### config.mk
export PLATFORM = sky130hd
export DESIGN_NAME = sram_host
export DESIGN_NICKNAME = d
export VERILOG_FILES = /design/src/sram_host_pkg.sv /design/src/sram_power_wait.sv /design/src/sram_host.sv
export SDC_FILE = /design/constraint.sdc
export NUM_CORES = 1
export LEC_CHECK = 0
export BUFFER_PORTS_ARGS = -buffer_cell sky130_fd_sc_hd__buf_2
export CORE_UTILIZATION = 40
export CTS_BUF_LIST = sky130_fd_sc_hd__clkbuf_8
export DETAILED_ROUTE_END_ITERATION = 10
export HOLD_SLACK_MARGIN = 0.05
export SYNTH_ARGS = -nofsm -noshare
export SYNTH_HDL_FRONTEND = slang
export SYNTH_SLANG_ARGS = --single-unit
### constraint.sdc
create_clock -name sys_clk -period 2.8 [get_ports sys_clk]
set_input_delay 0.14 -clock sys_clk [delete_from_list [all_inputs] [get_ports sys_clk]]
set_output_delay 0.14 -clock sys_clk [all_outputs]
set_load 0.02 [all_outputs]
### src/sram_host_pkg.sv
/*
 * Constants for the byte-lane static memory host: widths, timing, states.
 * Assumes a 100 MHz system clock driving the host.
 */
package sram_host_pkg;

    localparam int ADDR_W = 15;
    localparam int DATA_W = 16;
    localparam int LANE_W = 8;

    localparam int CLK_PERIOD_NS = 10;

    // Timing figures as printed
    localparam int T_RC_NS     = 10;
    localparam int T_AA_NS     = 10;
    localparam int T_WC_NS     = 10;
    localparam int T_PWE_NS    = 7;
    localparam int T_SD_NS     = 5;
    localparam int T_HZOE_NS   = 5;
    localparam int T_POWER_US  = 100;

    // Cycle counts, least times rounded up, one cycle more for reads
    localparam int RD_CYC = (T_AA_NS + CLK_PERIOD_NS - 1) / CLK_PERIOD_NS + 1;
    localparam int WR_CYC = ((T_WC_NS > T_PWE_NS ? T_WC_NS : T_PWE_NS) + T_HZOE_NS
                             + T_SD_NS + CLK_PERIOD_NS - 1) / CLK_PERIOD_NS;
    localparam int POWER_CYC = (T_POWER_US * 1000 + CLK_PERIOD_NS - 1) / CLK_PERIOD_NS;

    localparam int CNT_W  = 4;
    localparam int PWR_W  = 14;

    localparam logic [CNT_W-1:0] RD_CNT = CNT_W'(RD_CYC);
    localparam logic [CNT_W-1:0] WR_CNT = CNT_W'(WR_CYC);

    typedef enum logic [2:0] {
        ST_POWER = 3'h0,
        ST_IDLE  = 3'h1,
        ST_READ  = 3'h2,
        ST_WRITE = 3'h3,
        ST_GAP   = 3'h4
    } host_state_t;

endpackage : sram_host_pkg

### src/sram_power_wait.sv
/*
 * Power-up wait counter: signals ready once the supply settle time passed.
 * Assumes reset is released when supply reaches nominal level.
 */
`timescale 1ns/10ps
module sram_power_wait #(
    parameter int unsigned WAIT_CYC = sram_host_pkg::POWER_CYC
) (
    // Clock and reset
    input  wire logic sys_clk,
    input  wire logic sys_rst,
    // Status
    output logic      pwr_ready_q
);
    import sram_host_pkg::*;

    logic [PWR_W-1:0] pwr_cnt_q;

    always_ff @(posedge sys_clk) begin
        if (sys_rst) begin
            pwr_cnt_q   <= '0;
            pwr_ready_q <= 1'b0;
        end else if (!pwr_ready_q) begin
            if (pwr_cnt_q >= PWR_W'(WAIT_CYC - 1)) begin
                pwr_ready_q <= 1'b1;
            end else begin
                pwr_cnt_q <= pwr_cnt_q + 1'b1;
            end
        end
    end

endmodule : sram_power_wait

### src/sram_host.sv
/*
 * Host controller for a 32K x 16 asynchronous SRAM with byte lanes.
 * Assumes the memory sits directly on the pins and the board resolves
 * the data wire from data_oe.
 */
// Operation
// - Write only during select, strobe, lane overlap
// - Reads spaced 10ns, data valid 10ns
// - Write cycle 10ns, strobe 7ns
// - Strobe-ended writes add float plus setup
// - No access before 100us power settle
// - Strobe high throughout every read
// - Address valid before select falls
`timescale 1ns/10ps
module sram_host #(
    parameter int unsigned POWER_WAIT = sram_host_pkg::POWER_CYC
) (
    // Clock and reset
    input  wire logic                              sys_clk,
    input  wire logic                              sys_rst,
    // User request
    input  wire logic                              req_valid,
    input  wire logic                              req_write,
    input  wire logic [sram_host_pkg::ADDR_W-1:0]  req_addr,
    input  wire logic [sram_host_pkg::DATA_W-1:0]  req_wdata,
    input  wire logic [1:0]                        req_lanes,
    output logic                                   req_ready,
    // User answer
    output logic                                   rsp_valid,
    output logic [sram_host_pkg::DATA_W-1:0]       rsp_rdata,
    // Memory pins
    output logic                                   chip_sel_n,
    output logic                                   out_en_n,
    output logic                                   write_n,
    output logic                                   lower_byte_sel_n,
    output logic                                   upper_byte_sel_n,
    output logic [sram_host_pkg::ADDR_W-1:0]       mem_addr,
    output logic [sram_host_pkg::DATA_W-1:0]       data_out,
    output logic                                   data_oe,
    input  wire logic [sram_host_pkg::DATA_W-1:0]  data_in
);
    import sram_host_pkg::*;

    host_state_t             state_q;
    logic [CNT_W-1:0]        cnt_q;
    logic [DATA_W-1:0]       din_meta_q;
    logic [DATA_W-1:0]       din_sync_q;
    logic                    pwr_ready;
    logic [1:0]              lanes_q;

    // ****************************************
    // Power settle wait
    // ****************************************
    sram_power_wait #(
        .WAIT_CYC    (POWER_WAIT)
    ) u_power (
        .sys_clk     (sys_clk),
        .sys_rst     (sys_rst),
        .pwr_ready_q (pwr_ready)
    );

    // ****************************************
    // Data input synchroniser
    // ****************************************
    always_ff @(posedge sys_clk) begin
        if (sys_rst) begin
            din_meta_q <= '0;
            din_sync_q <= '0;
        end else begin
            din_meta_q <= data_in;
            din_sync_q <= din_meta_q;
        end
    end

    // ****************************************
    // Sequencer
    // ****************************************
    always_ff @(posedge sys_clk) begin
        if (sys_rst) begin
            state_q <= ST_POWER;
            cnt_q   <= '0;
        end else begin
            case (state_q)
                ST_POWER: begin
                    if (pwr_ready) begin
                        state_q <= ST_IDLE;
                    end
                end
                ST_IDLE: begin
                    if (req_valid && req_ready) begin
                        state_q <= req_write ? ST_WRITE : ST_READ;
                        cnt_q   <= '0;
                    end
                end
                ST_READ: begin
                    // Two extra cycles cover the input synchroniser
                    if (cnt_q == RD_CNT + CNT_W'(2)) begin
                        state_q <= ST_GAP;
                    end else begin
                        cnt_q <= cnt_q + 1'b1;
                    end
                end
                ST_WRITE: begin
                    if (cnt_q == WR_CNT - 1'b1) begin
                        state_q <= ST_GAP;
                    end else begin
                        cnt_q <= cnt_q + 1'b1;
                    end
                end
                ST_GAP: begin
                    state_q <= ST_IDLE;
                end
                default: begin
                    state_q <= ST_IDLE;
                end
            endcase
        end
    end

    // ****************************************
    // Request handshake
    // ****************************************
    always_ff @(posedge sys_clk) begin
        if (sys_rst) begin
            req_ready <= 1'b0;
        end else begin
            req_ready <= (state_q == ST_IDLE && !(req_valid && req_ready))
                         || (state_q == ST_GAP);
        end
    end

    // ****************************************
    // Address, lanes and write data
    // ****************************************
    always_ff @(posedge sys_clk) begin
        if (sys_rst) begin
            mem_addr <= '0;
            data_out <= '0;
            lanes_q  <= 2'h3;
        end else if (state_q == ST_IDLE && req_valid && req_ready) begin
            mem_addr <= req_addr;
            data_out <= req_wdata;
            lanes_q  <= ~req_lanes;
        end
    end

    // ****************************************
    // Memory control pins
    // ****************************************
    always_ff @(posedge sys_clk) begin
        if (sys_rst) begin
            chip_sel_n       <= 1'b1;
            out_en_n         <= 1'b1;
            write_n          <= 1'b1;
            lower_byte_sel_n <= 1'b1;
            upper_byte_sel_n <= 1'b1;
            data_oe          <= 1'b0;
        end else begin
            // Strobes assert one cycle after address is placed
            chip_sel_n       <= !(state_q == ST_READ || state_q == ST_WRITE);
            out_en_n         <= !(state_q == ST_READ);
            // Strobe rises one cycle before deselect, lanes held to end
            write_n          <= !(state_q == ST_WRITE && cnt_q != WR_CNT - 1'b1
                                  && lanes_q != 2'h3);
            lower_byte_sel_n <= (state_q == ST_READ || state_q == ST_WRITE)
                                ? lanes_q[0] : 1'b1;
            upper_byte_sel_n <= (state_q == ST_READ || state_q == ST_WRITE)
                                ? lanes_q[1] : 1'b1;
            data_oe          <= (state_q == ST_WRITE);
        end
    end

    // ****************************************
    // Read answer
    // ****************************************
    always_ff @(posedge sys_clk) begin
        if (sys_rst) begin
            rsp_valid <= 1'b0;
            rsp_rdata <= '0;
        end else begin
            rsp_valid <= 1'b0;
            if (state_q == ST_READ && cnt_q == RD_CNT + CNT_W'(2)) begin
                rsp_valid <= 1'b1;
                rsp_rdata[LANE_W-1:0]      <= lanes_q[0] ? '0 : din_sync_q[LANE_W-1:0];
                rsp_rdata[DATA_W-1:LANE_W] <= lanes_q[1] ? '0 : din_sync_q[DATA_W-1:LANE_W];
            end
        end
    end

endmodule : sram_host

==> summary.md, run 1 <==
| Metric | Value |
|---|---|
| Cts bufs inserted | 9 |
| Reg clk slew, reported paths | 0.11 ns |
| Total track usage | between 10% and 20% |
| Status | finished clean |
| Worst R2R End | cnt_q[1]$_SDFFE_PP0P_ |
| DRT Pass-1 Iters | 4 |
| Critical Path RT | between 3 and 4 ns |
| Critical path class | reg -> reg |
| CP Launch Type | flip-flop |
| CP Launch Point | cnt_q[0]$_SDFFE_PP0P_ |
| Largest stage delay, worst path | about 0.51 ns |
| Worst Hold Depth | 3 |
| Final Slew Violations | 0 |
| Critical path capture point | cnt_q[1]$_SDFFE_PP0P_ |
| Post-Synth XOR/XNOR Area | less than 1% |
| DPL Wire Length | approximately 5700 um |
| H-tree depth | 3 |
| Clock sink total | around 110 |
| Clk_lat worst skew | 0.37 ns |
| CTS Root Cell | clkbuf_8 |
| Worst reg2reg setup slack | roughly 0.87 ns |
| Total number of vias | 3414 |
| Cell count after synthesis | between 400 and 500 |
| Crit end category | flip-flop |
| Aggregate global routing overflow | 0 |
| Reg-to-Reg Start | cnt_q[0]$_SDFFE_PP0P_ |
| Top cells by area, synth | dfxtp_1, nand2_1, a21oi_1 |
| Final Critical Period | ~1.9 ns |
| Post-synth top area share | around 54% |
| Syn Nets | 494 |
| Drt total wl | between 9000 and 10000 um |
| Fillers | about 940 |
| Max Fclk | between 500 and 600 MHz |
| Wirelength per Cell | about 13 um |
| Tcrit/Tclk final | between 60% and 70% |
| Pwr dens | ~500 nW/um^2 |
| Flops & latches, synth | around 110 |
| Leakage Power | roughly 2.1 nW |
| Gp weighted congestion | approximately 0.73 |
| Largest net degree at the start of global routing | 60 |
| Synth Area in Adders | 1.23% |
| Layout Cells excl Fill | roughly 720 |
| Netlist Area Pre-Place | 4080 um^2 |
| Critical path depth | 6 |
| Initial antenna violation count | 0 |
| Number of global-route vias before repair | ~3100 |
| Vias/cell | around 4.8 |
| Syn. warnings | 0 |
| Cts repair resizes | 0 |
| NumNets Final | roughly 640 |
| Number of I/O pins | roughly 110 |
| Crit path max-delay cell type | a2111oi_2 |
| Fraction of synthesized area in multiplexers | between 1 and 1.5% |
| Cell variety after synth | 52 |
| Global-route wire length before repair | between 10000 and 15000 um |
| Setup_tns | 0 ns |
| Seq/Total Area, Yosys | a little over half |
| Rows | 36 |
| DRC | 0 |
| Leading area contributor after synthesis | dfxtp_1 |
| Synth Area in Simple Gates | about a quarter |
| Layout area overhead | 31.7% |
| Die height | about 100 um |
| Placed cell count | approximately 660 |
| Syn Area/Cell | a little over 9 um^2 |
| Arrival time worst endpoint | approximately 2.2 ns |
| Actual transition at the worst max-transition pin | ~0.64 ns |
| Largest family of logic cells by synthesized area | simple AND/OR/NAND/NOR gates |
| RSZ-0062 raised after global routing | no |
| CP bufs+invs | 1 |
| Synth Area in Compound Gates | between 10% and 20% |
| Post CTS Setup Buffer Count | 0 |
| Worst Reg2Reg Path Length in Cells | 6 |
| Die Wd | around 100 um |
| Port Buffers | approximately 110 |
| Max Cap Violations | 0 |
| Slew HR | a little under three fifths |
| Clk_skew | roughly 0.018 ns |
| Delay-heaviest family, CP | compound AO/OA/AOI/OAI gates |
| Initial drt markers | 86 |
| Hold Crit Class | in -> reg |
| Initial core utilization | 41.6% |
| Clock Path Buffers | 2 |
| Die footprint | ~11000 um^2 |
| Max VDD drop | about 270 uV |
| Crit-path max FO | 6 |
| Area of the core | 9820 um^2 |
| Final Setup Violations | 0 |
| Ant. Diodes | 0 |
| CTS tree | built |
| Final Hold Viols | 0 |
| Cell Chain, Critical Path | inv_1 > ha_1 > and4b_1 > a2111oi_2 > or2_1 > mux2i_1 |
| Post-detailed-route count of antenna-violating nets | 0 |
| Share of layout cells above drive strength 1 | a little under a quarter |
-- how the worst min path moves through the flow --
stage | to | slack [ns] | start
after floorplan | din_meta_q[0]$_SDFF_PP0_ | 0.27 | data_in[0]
after global placement | din_meta_q[2]$_SDFF_PP0_ | 0.35 | data_in[2]
after detailed placement | din_meta_q[13]$_SDFF_PP0_ | 0.35 | data_in[13]
after CTS | lanes_q[0]$_SDFFE_PP1P_ | 0.06 | req_lanes[0]
after global routing | lanes_q[0]$_SDFFE_PP1P_ | 0.07 | req_lanes[0]
final | lanes_q[0]$_SDFFE_PP1P_ | 0.08 | req_lanes[0]
-- synthesized netlist by cell type, drive strengths merged --
library cell,n
xnor2,3
nand2b,7
nor3,4
buf,9
or3b,1
nor2,17
o2bb2ai,1
and4b,1
ha,4
a211oi,3
o21ai,4
a21oi,58
or4,4
a22o,1
nor4bb,2
inv,7
nand4b,2
a2111oi,3
clkbuf,17
nor2b,37
dfxtp,111
nand3,5
nand3b,17
or2,1
o31ai,5
a311o,1
a31oi,1
nor3b,3
or3,3
nand4,4
nor4,4
o22ai,1
mux2i,1
o21a,1
mux2,4
o32ai,1
o31a,1
a211o,2
nand2,86
-- repair_timing --
action | CTS | global route
endpoints found under the hold margin | 47 | 0
endpoints found under the setup margin | 0 | 0
hold buffers | 47 | 0
-- stage by stage --
step | utilization [%] | setup WS, ns | instance area, um^2 | hold slack, ns | power, mW
floorplan | - | 1.05 | 4080 | 0.268 | 1.69
global placement | 47.9 | 0.952 | 4700 | 0.349 | 1.74
detailed placement | 47.9 | 0.872 | 4700 | 0.353 | 1.74
CTS | 54.7 | 0.845 | 5370 | 0.0641 | 2.71
global route | 54.7 | 0.695 | 5370 | 0.0742 | 2.80
finish | 54.7 | 0.874 | 5370 | 0.0776 | 2.69
-- routing by layer --
layer | routed length (um) | track usage, % | share of wire, % | vias to the layer above
met4 | 38 | 4.88 | 0.42 | 0
met5 | 0 | 0 | 0 | -
li1 | - | - | - | 1759
met3 | 612 | 5.83 | 6.7 | 2
met2 | 4280 | 29.4 | 47 | 91
met1 | 4140 | 21.1 | 46 | 1562
-- state kept, by name, summed over array words and instances (netlist names), 2 cells and up --
| signal | cells |
|---|---|
| rsp_rdata | 16 |
| data_out | 16 |
| din_meta_q | 16 |
| cnt_q | 4 |
| lanes_q | 2 |
| state_q | 3 |
| din_sync_q | 16 |
| u_power.pwr_cnt_q | 14 |
| mem_addr | 15 |
-- placed cells by master, fill, tap and decap left out, types with 3 or more instances in the layout --
cell,count
nand2_1,86
a211oi_1,3
nand3b_1,17
mux2_1,4
buf_2,106
clkbuf_8,9
o21ai_1,4
buf_4,4
inv_1,6
ha_1,4
nand2b_1,6
a21oi_1,57
o31ai_1,5
or4_1,4
nand3_1,4
dlygate4sd3_1,47
nor2b_1,37
xnor2_1,3
or3_1,3
dfxtp_1,111
nor2_1,17
-- worst min-delay path: cells and delay by family --
family,cells,cell delay [ns]
AO/OA/AOI/OAI,1,0.09
buffers and inverters,1,0.10
AND/OR/NAND/NOR,1,0.09
-- final cells by class --
cell class                      count  area, um^2  share of cell area [%]
Timing Repair Buffer              158        1050                    19.6
Clock buffer                        9         124                    2.31
Sequential cell                   111        2220                    41.4
Tap cell                          133         166                    3.10
Inverter                            7        26.3                   0.489
Clock inverter                      7        75.1                    1.40
Multi-Input combinational cell    293        1710                    31.8
-- kinds of logic (layout without fill, tap and decap cells) --
logic type      count (synthesis)  in the layout
xor+xnor                        3              3
flops                         111            111
buf+inv                        33            181
compound gates                 83             83
simple gates                  198            198
fa+ha+maj                       4              4
mux                             5              5
-- power breakdown --
group,switching (mW),leakage [nW],internal [mW]
sequential,0.00896,0.902,1.60
combinational,0.0512,1.14,0.0897
clock,0.581,0.102,0.352
(Power assumes the default switching activity.)
==> run 2, diff against run 1 <==
--- a/config.mk
+++ b/config.mk
@@ -5,6 +5,7 @@
 export SDC_FILE = /design/constraint.sdc
 export NUM_CORES = 1
 export LEC_CHECK = 0
+export ABC_AREA = 1
 export BUFFER_PORTS_ARGS = -buffer_cell sky130_fd_sc_hd__buf_2
 export CORE_UTILIZATION = 40
 export CTS_BUF_LIST = sky130_fd_sc_hd__clkbuf_8
==> constraint.sdc (replaced) <==
create_clock -name sys_clk -period 2 [get_ports sys_clk]
set_input_delay 0.1 -clock sys_clk [delete_from_list [all_inputs] [get_ports sys_clk]]
set_output_delay 0.1 -clock sys_clk [all_outputs]
set_load 0.02 [all_outputs]
==> summary.md, run 2 <==
| Metric | Value |
|---|---|
| CP Launch Point | cnt_q[1]$_SDFFE_PP0P_ |
| Top_reg_cell synth | dfxtp_1 |
| Hold Crit Class | in -> reg |
| Cell variety after synth | 28 (-46%) |
| DRT Pass-1 Iters | 5 (+1) |
| Crit end category | flip-flop |
| Tcrit/Tclk final | 79.0% (+10 points) |
| Final Power | 3.93 mW (+46%) |
| Post-synth top area share | 54.1% (-0.35 points) |
| DRC | 0 (unchanged) |
| Largest stage delay, worst path | 0.42 ns (-0.09 ns) |
| Global-route wire length before repair | 15700 um (+9.2%) |
| Worst R2R End | cnt_q[0]$_SDFFE_PP0P_ |
| Layout area overhead | 32.6% |
| Status | finished clean |
| Syn. warnings | 0 (unchanged) |
| Setup_tns | 0 ns (unchanged) |
| Critical path capture point | cnt_q[0]$_SDFFE_PP0P_ |
| Cell Chain, Critical Path | inv_1 > ha_1 > nand2_1 > nor2_1 > nor2_1 > nand2_2 > nand2_1 > a21oi_1 |
| Final Hold Viols | 0 (unchanged) |
| Drt total wl | 9670 um (+6.6%) |
| Syn Nets | 596 (+21%) |
| Dpl cell area | 4750 um^2 (+0.98%) |
| Top cells by count, synth | nor2_1, dfxtp_1, nand2_1, inv_1, nand3_1 |
| Rows | 36 (unchanged) |
| Reg clk slew, reported paths | 0.10 ns (about the same) |
| Crit-path max FO | 6 (unchanged) |
| H-tree depth | 3 (unchanged) |
| Number of global-route vias before repair | 3444 (+9.9%) |
| Cts repair resizes | 0 (unchanged) |
| Vias/cell | 4.50 (-5.3%) |
| Multi-input gate area | 1550 um^2 (-9.4%) |
| Post-layout worst setup margin | 0.420 ns (-0.454 ns) |
| DP Worst Slack | 0.430 ns (-0.442 ns) |
| CTS Root Cell | clkbuf_8 |
| Initial antenna violation count | 0 (unchanged) |
| Clk_lat worst skew | 0.37 ns (about the same) |
| Slew HR | 61.3% (+3.8 points) |
| Cell count after synthesis | 539 (+23%) |
| Most common cell after layout, fill and taps aside | nor2_1 |
| Most frequent cells in the layout | nor2_1, dfxtp_1, buf_2 |
| Most common cell in the synthesized netlist | nor2_1 |
| Gp weighted congestion | 0.804 (+10%) |
| RSZ-0062 raised after global routing | no |
| Flops & latches, synth | 111 (unchanged) |
| Initial core utilization | 41.6% (+0.077 points) |
| Final Setup Violations | 0 (unchanged) |
| Max VDD drop | 320 uV (+20%) |
| Die height | 103 um (+0.32%) |
| Top cells by area, synth | dfxtp_1, nor2_1, nand2_1 |
| CP Launch Type | flip-flop |
| Die footprint | 10700 um^2 (+0.63%) |
| Critical Path RT | 2.24 ns (-0.86 ns) |
| Worst reg2reg setup slack | 0.42 ns (-0.45 ns) |
| Worst Reg2Reg Path Length in Cells | 8 (+2) |
| Fillers | 951 (+1.1%) |
| Leakage Power | 2.53 nW (+18%) |
| Area of the core | 9860 um^2 (+0.46%) |
| Syn Area/Cell | 7.62 um^2 (-18%) |
| Finished Core Util | 55.2% (+0.50 points) |
| Largest net degree at the start of global routing | 43 (-28%) |
| Initial drt markers | 146 (+70%) |
| Reg-to-Reg Start | cnt_q[1]$_SDFFE_PP0P_ |
| Final Cell Area | 5450 um^2 (+1.4%) |
| DPL Wire Length | 6320 um (+11%) |
| Async S/R FF share, synth | 0% (unchanged) |
| FF+latch area | 2220 um^2 (unchanged) |
| Post-detailed-route count of antenna-violating nets | 0 (unchanged) |
| Ant. Diodes | 0 (unchanged) |
| Final Slew Violations | 0 (unchanged) |
| NumNets Final | 746 (+17%) |
| Total track usage | 19.1% (+1.7 points) |
| Crit path max-delay cell type | dfxtp_1 |
| Aggregate global routing overflow | 0 (unchanged) |
| Max Fclk | 633 MHz (+22%) |
| Netlist Area Pre-Place | 4110 um^2 (+0.64%) |
| Port Buffers | 107 (unchanged) |
| Number of I/O pins | 108 (unchanged) |
| Post-synth EDFFs | 0 (unchanged) |
| Clk_skew | 0.0120 ns (-0.00613 ns) |
| Arrival time worst endpoint | 1.82 ns (-0.40 ns) |
| Seq/Total Area, Yosys | 54.1% (-0.35 points) |
| Share of layout cells above drive strength 1 | 19.9% (-4.0 points) |
| Total number of vias | 3722 (+9.0%) |
| Wirelength per Cell | 11.7 um (-7.5%) |
| Leading area contributor after synthesis | dfxtp_1 |
| Clock sink total | 111 (unchanged) |
| Die Wd | 103 um (+0.32%) |
| Actual transition at the worst max-transition pin | 0.579 ns (-0.0564 ns) |
| Critical path class | reg -> reg |
| Pwr dens | 722 nW/um^2 (+44%) |
| Final Critical Period | 1.58 ns (-0.346 ns) |
| Clock Path Buffers | 2 (unchanged) |
| Max Cap Violations | 0 (unchanged) |
| Cts bufs inserted | 9 (unchanged) |
| CTS tree | built |
==> run 2: cell types whose count changed after synthesis, sizes merged, moves of 7 or more <==
cell    previous run  this run
nand3              5        41
nand2b             7         0
o21ai              4        49
nand3b            17         2
nor2              17       141
inv                7        60
a21oi             58        20
nand2             86        76
nor2b             37         0
==> run 2: where the power goes <==
part | switching [mW] | internal, mW
combinational | 0.158 | 0.156
sequential | 0.0265 | 2.26
clock | 0.753 | 0.582
total | 0.937 | 3.00
==> run 2: what timing repair did <==
| item | CTS | global route |
|---|---|---|
| hold endpoints to repair | 50 | 0 |
| buffers inserted | 0 | 0 |
| hold buffers | 50 | 0 |
==> run 2: worst max-delay path, delay by kind of cell, from the launching register on <==
| kind | cells | cell delay (ns) |
|---|---|---|
| and+or+nand+nor | 5 | 0.72 |
| buffers and inverters | 1 | 0.09 |
| adders and majority gates | 1 | 0.18 |
| AOI/OAI and AO/OA | 1 | 0.06 |
| DFF | 1 | 0.42 |
==> run 2: area by class of cell <==
type / count / area share (%)
inverters: 63 / 4.34
flip-flops and latches: 111 / 40.8
clock buffers: 9 / 2.27
multi-input cells: 343 / 28.4
well taps: 133 / 3.05
clock inverters: 7 / 1.33
repair buffers: 161 / 19.8
==> run 2: metrics by stage <==
step           hold slack [ns]  cells
3_5_place_dp             0.290    761
3_3_place_gp             0.286    761
2_1_floorplan            0.200    539
4_1_cts                 0.0780    827
6_report                0.0955    827
5_1_grt                 0.0957    827
==> run 2: kinds of logic (layout without fill, tap and decap cells) <==
kind of cell	Yosys count	count (layout)	synth area share (%)
buffers and inverters	85	240	8.22
adder cells (fa/ha/maj)	4	4	1.22
AND/OR/NAND/NOR	265	265	26.7
AO/OA/AOI/OAI	70	70	8.86
XOR/XNOR	4	4	0.853
flip-flops	111	111	54.1
==> run 2: worst min path at each step <==
stage	end	cells past startpoint	from	slack (ns)
floorplan	lanes_q[0]$_SDFFE_PP1P_	1	req_lanes[0]	0.20
global placement	lanes_q[1]$_SDFFE_PP1P_	2	req_lanes[1]	0.29
detailed placement	lanes_q[0]$_SDFFE_PP1P_	2	req_lanes[0]	0.29
CTS	u_power.pwr_ready_q$_SDFF_PP0_	2	sys_rst	0.08
global route	u_power.pwr_cnt_q[13]$_SDFFE_PP0P_	2	sys_rst	0.1
finish	u_power.pwr_ready_q$_SDFF_PP0_	2	sys_rst	0.1
==> run 2: routing by layer <==
| layer | GRT usage (%) | part of all wire, % |
|---|---|---|
| met1 | 24.5 | 48 |
| met2 | 31.6 | 47 |
| met3 | 4.03 | 4.3 |
| met4 | 7.80 | 0.88 |
| met5 | 0 | 0 |
==> run 3, diff against run 2 <==
--- a/config.mk
+++ b/config.mk
@@ -11,6 +11,7 @@
 export CTS_BUF_LIST = sky130_fd_sc_hd__clkbuf_8
 export DETAILED_ROUTE_END_ITERATION = 10
 export HOLD_SLACK_MARGIN = 0.05
+export PLACE_DENSITY = 0.66
 export SYNTH_ARGS = -nofsm -noshare
 export SYNTH_HDL_FRONTEND = slang
 export SYNTH_SLANG_ARGS = --single-unit
==> constraint.sdc (replaced) <==
create_clock -name sys_clk -period 1.4 [get_ports sys_clk]
set_input_delay 0.07 -clock sys_clk [delete_from_list [all_inputs] [get_ports sys_clk]]
set_output_delay 0.07 -clock sys_clk [all_outputs]
set_load 0.02 [all_outputs]
==> summary.md, run 3 (synthesized netlist as in run 2, its figures left out) <==
| Metric | Value |
|---|---|
| CP Launch Type | flip-flop |
| Wirelength per Cell | 12.2 um (+4.8%) |
| Tcrit/Tclk final | 96.3% (+17 points) |
| Crit end category | flip-flop |
| Setup_tns | 0 ns (unchanged) |
| Final Setup Violations | 0 (unchanged) |
| Final Critical Period | 1.35 ns (-0.232 ns) |
| DP Worst Slack | -0.0747 ns (-0.505 ns) |
| CP Launch Point | cnt_q[0]$_SDFFE_PP0P_ |
| Cts bufs inserted | 9 (unchanged) |
| Vias/cell | 4.63 (+2.8%) |
| Worst Hold Depth | 3 (+1) |
| Clock sink total | 111 (unchanged) |
| Initial core utilization | 41.6% (unchanged) |
| CTS Root Cell | clkbuf_8 |
| Crit path max-delay cell type | dfxtp_1 |
| Ant. Diodes | 0 (unchanged) |
| Post-detailed-route count of antenna-violating nets | 0 (unchanged) |
| Status | finished clean |
| DPL Wire Length | 6510 um (+3.0%) |
| Die Wd | 103 um (unchanged) |
| Max Fclk | 742 MHz (+17%) |
| Initial antenna violation count | 0 (unchanged) |
| DRC | 0 (unchanged) |
| CTS tree | built |
| Number of global-route vias before repair | 3546 (+3.0%) |
| Actual transition at the worst max-transition pin | 0.395 ns (-0.184 ns) |
| Most common cell after layout, fill and taps aside | nor2_1 |
| Placed cell count | 771 (+1.3%) |
| Total track usage | 19.7% (+0.61 points) |
| Cell Chain, Critical Path | inv_2 > ha_4 > nand3_4 > nor2_4 > nor2_2 > nand2_2 > buf_4 > nor2_1 |
| CP bufs+invs | 2 (+1) |
| Worst reg2reg setup slack | 0.05 ns (-0.37 ns) |
| DRT Pass-1 Iters | 6 (+1) |
| Post-layout worst setup margin | 0.0516 ns (-0.368 ns) |
| RSZ-0062 raised after global routing | yes |
| Gp weighted congestion | 0.815 (+1.4%) |
| Dpl cell area | 4810 um^2 (+1.3%) |
| Critical path class | reg -> reg |
| Hold WS | 0.156 ns (+0.0603 ns) |
| Layout Cells excl Fill | 845 (+2.2%) |
| Share of layout cells above drive strength 1 | 25.0% (+5.1 points) |
| Critical Path RT | 1.70 ns (-0.54 ns) |
| Die height | 103 um (unchanged) |
| Global-route wire length before repair | 16300 um (+3.6%) |
| Arrival time worst endpoint | 1.65 ns (-0.17 ns) |
| Total number of vias | 3911 (+5.1%) |
| Final Hold Viols | 0 (unchanged) |
| Number of I/O pins | 108 (unchanged) |
| Worst Reg2Reg Path Length in Cells | 8 (unchanged) |
| Most frequent cells in the layout | nor2_1, buf_2, dfxtp_1 |
| Final Power | 5.84 mW (+49%) |
| Max VDD drop | 687 uV (+110%) |
| Port Buffers | 107 (unchanged) |
| Drt total wl | 10400 um (+7.1%) |
| Finished Core Util | 58.1% (+2.8 points) |
| Critical path capture point | state_q[1]$_SDFFE_PP0P_ |
| H-tree depth | 3 (unchanged) |
| Largest net degree at the start of global routing | 36 (-16%) |
| Largest stage delay, worst path | 0.39 ns (-0.03 ns) |
| Crit-path max FO | 6 (unchanged) |
| Die footprint | 10700 um^2 (unchanged) |
| Clock Path Buffers | 2 (unchanged) |
| Aggregate global routing overflow | 0 (unchanged) |
| Layout area overhead | 39.4% |
| Hold Crit Class | in -> reg |
| Worst R2R End | state_q[1]$_SDFFE_PP0P_ |
| Pwr dens | 1020 nW/um^2 (+41%) |
| Critical path depth | 8 (unchanged) |
| Final Cell Area | 5730 um^2 (+5.1%) |
| Reg-to-Reg Start | cnt_q[0]$_SDFFE_PP0P_ |
| Reg clk slew, reported paths | 0.10 ns (about the same) |
| Slew HR | 73.5% (+12 points) |
| Delay-heaviest family, CP | simple AND/OR/NAND/NOR gates |
| Final Slew Violations | 0 (unchanged) |
| Leakage Power | 2.66 nW (+5.1%) |
| Rows | 36 (unchanged) |
| Clk_skew | 0.0126 ns (+0.000514 ns) |
| Initial drt markers | 181 (+24%) |
| Area of the core | 9860 um^2 (unchanged) |
| NumNets Final | 765 (+2.5%) |
| Max Cap Violations | 0 (unchanged) |
| Clk_lat worst skew | 0.37 ns (about the same) |
## run 3: how the worst min path moves through the flow
stage | endpoint | startpoint | slack [ns]
final | out_en_n$_SDFF_PP1_ | sys_rst | 0.16
after global routing | out_en_n$_SDFF_PP1_ | sys_rst | 0.18
after CTS | req_ready$_SDFF_PP0_ | req_valid | 0.13
after detailed placement | lanes_q[0]$_SDFFE_PP1P_ | req_lanes[0] | 0.26
after global placement | lanes_q[1]$_SDFFE_PP1P_ | req_lanes[1] | 0.26
after floorplan | lanes_q[0]$_SDFFE_PP1P_ | req_lanes[0] | 0.17
## run 3: routing by layer
layer,up-vias,track usage (%),wire (um)
met3,19,5.11,668
met4,0,7.04,183
met5,-,0,0
met1,1745,25.0,4480
li1,2013,-,-
met2,134,32.7,5010
## run 3: cell type report
| type | count | area [um^2] |
|---|---|---|
| Fill cell | 858 | 4140 |
| Sequential cell | 111 | 2230 |
| Multi-Input combinational cell | 344 | 1640 |
| Timing Repair Buffer | 179 | 1230 |
| Inverter | 63 | 241 |
| Tap cell | 133 | 166 |
| Clock buffer | 9 | 124 |
| Clock inverter | 6 | 93.8 |
## run 3: repair_timing
item                                   in CTS  in global routing
setup endpoints to repair                  20                 58
gates cloned                                1                  0
resized for setup                           7                 31
hold buffers                               50                  0
pin swaps                                   2                  5
endpoints found under the hold margin      50                  0
setup buffers                               2                  6
## run 3: tightest hold or removal path, cell delays in order
cell and delay, ns:
buf_2 0.10, clkinv_1 0.22, nand2_1 0.08
## run 3: report_power, final
| group | leakage [nW] | switching, mW | internal, mW |
|---|---|---|---|
| clock network | 0.0995 | 1.08 | 1.01 |
| registers | 0.905 | 0.0386 | 3.23 |
| logic | 1.66 | 0.244 | 0.244 |
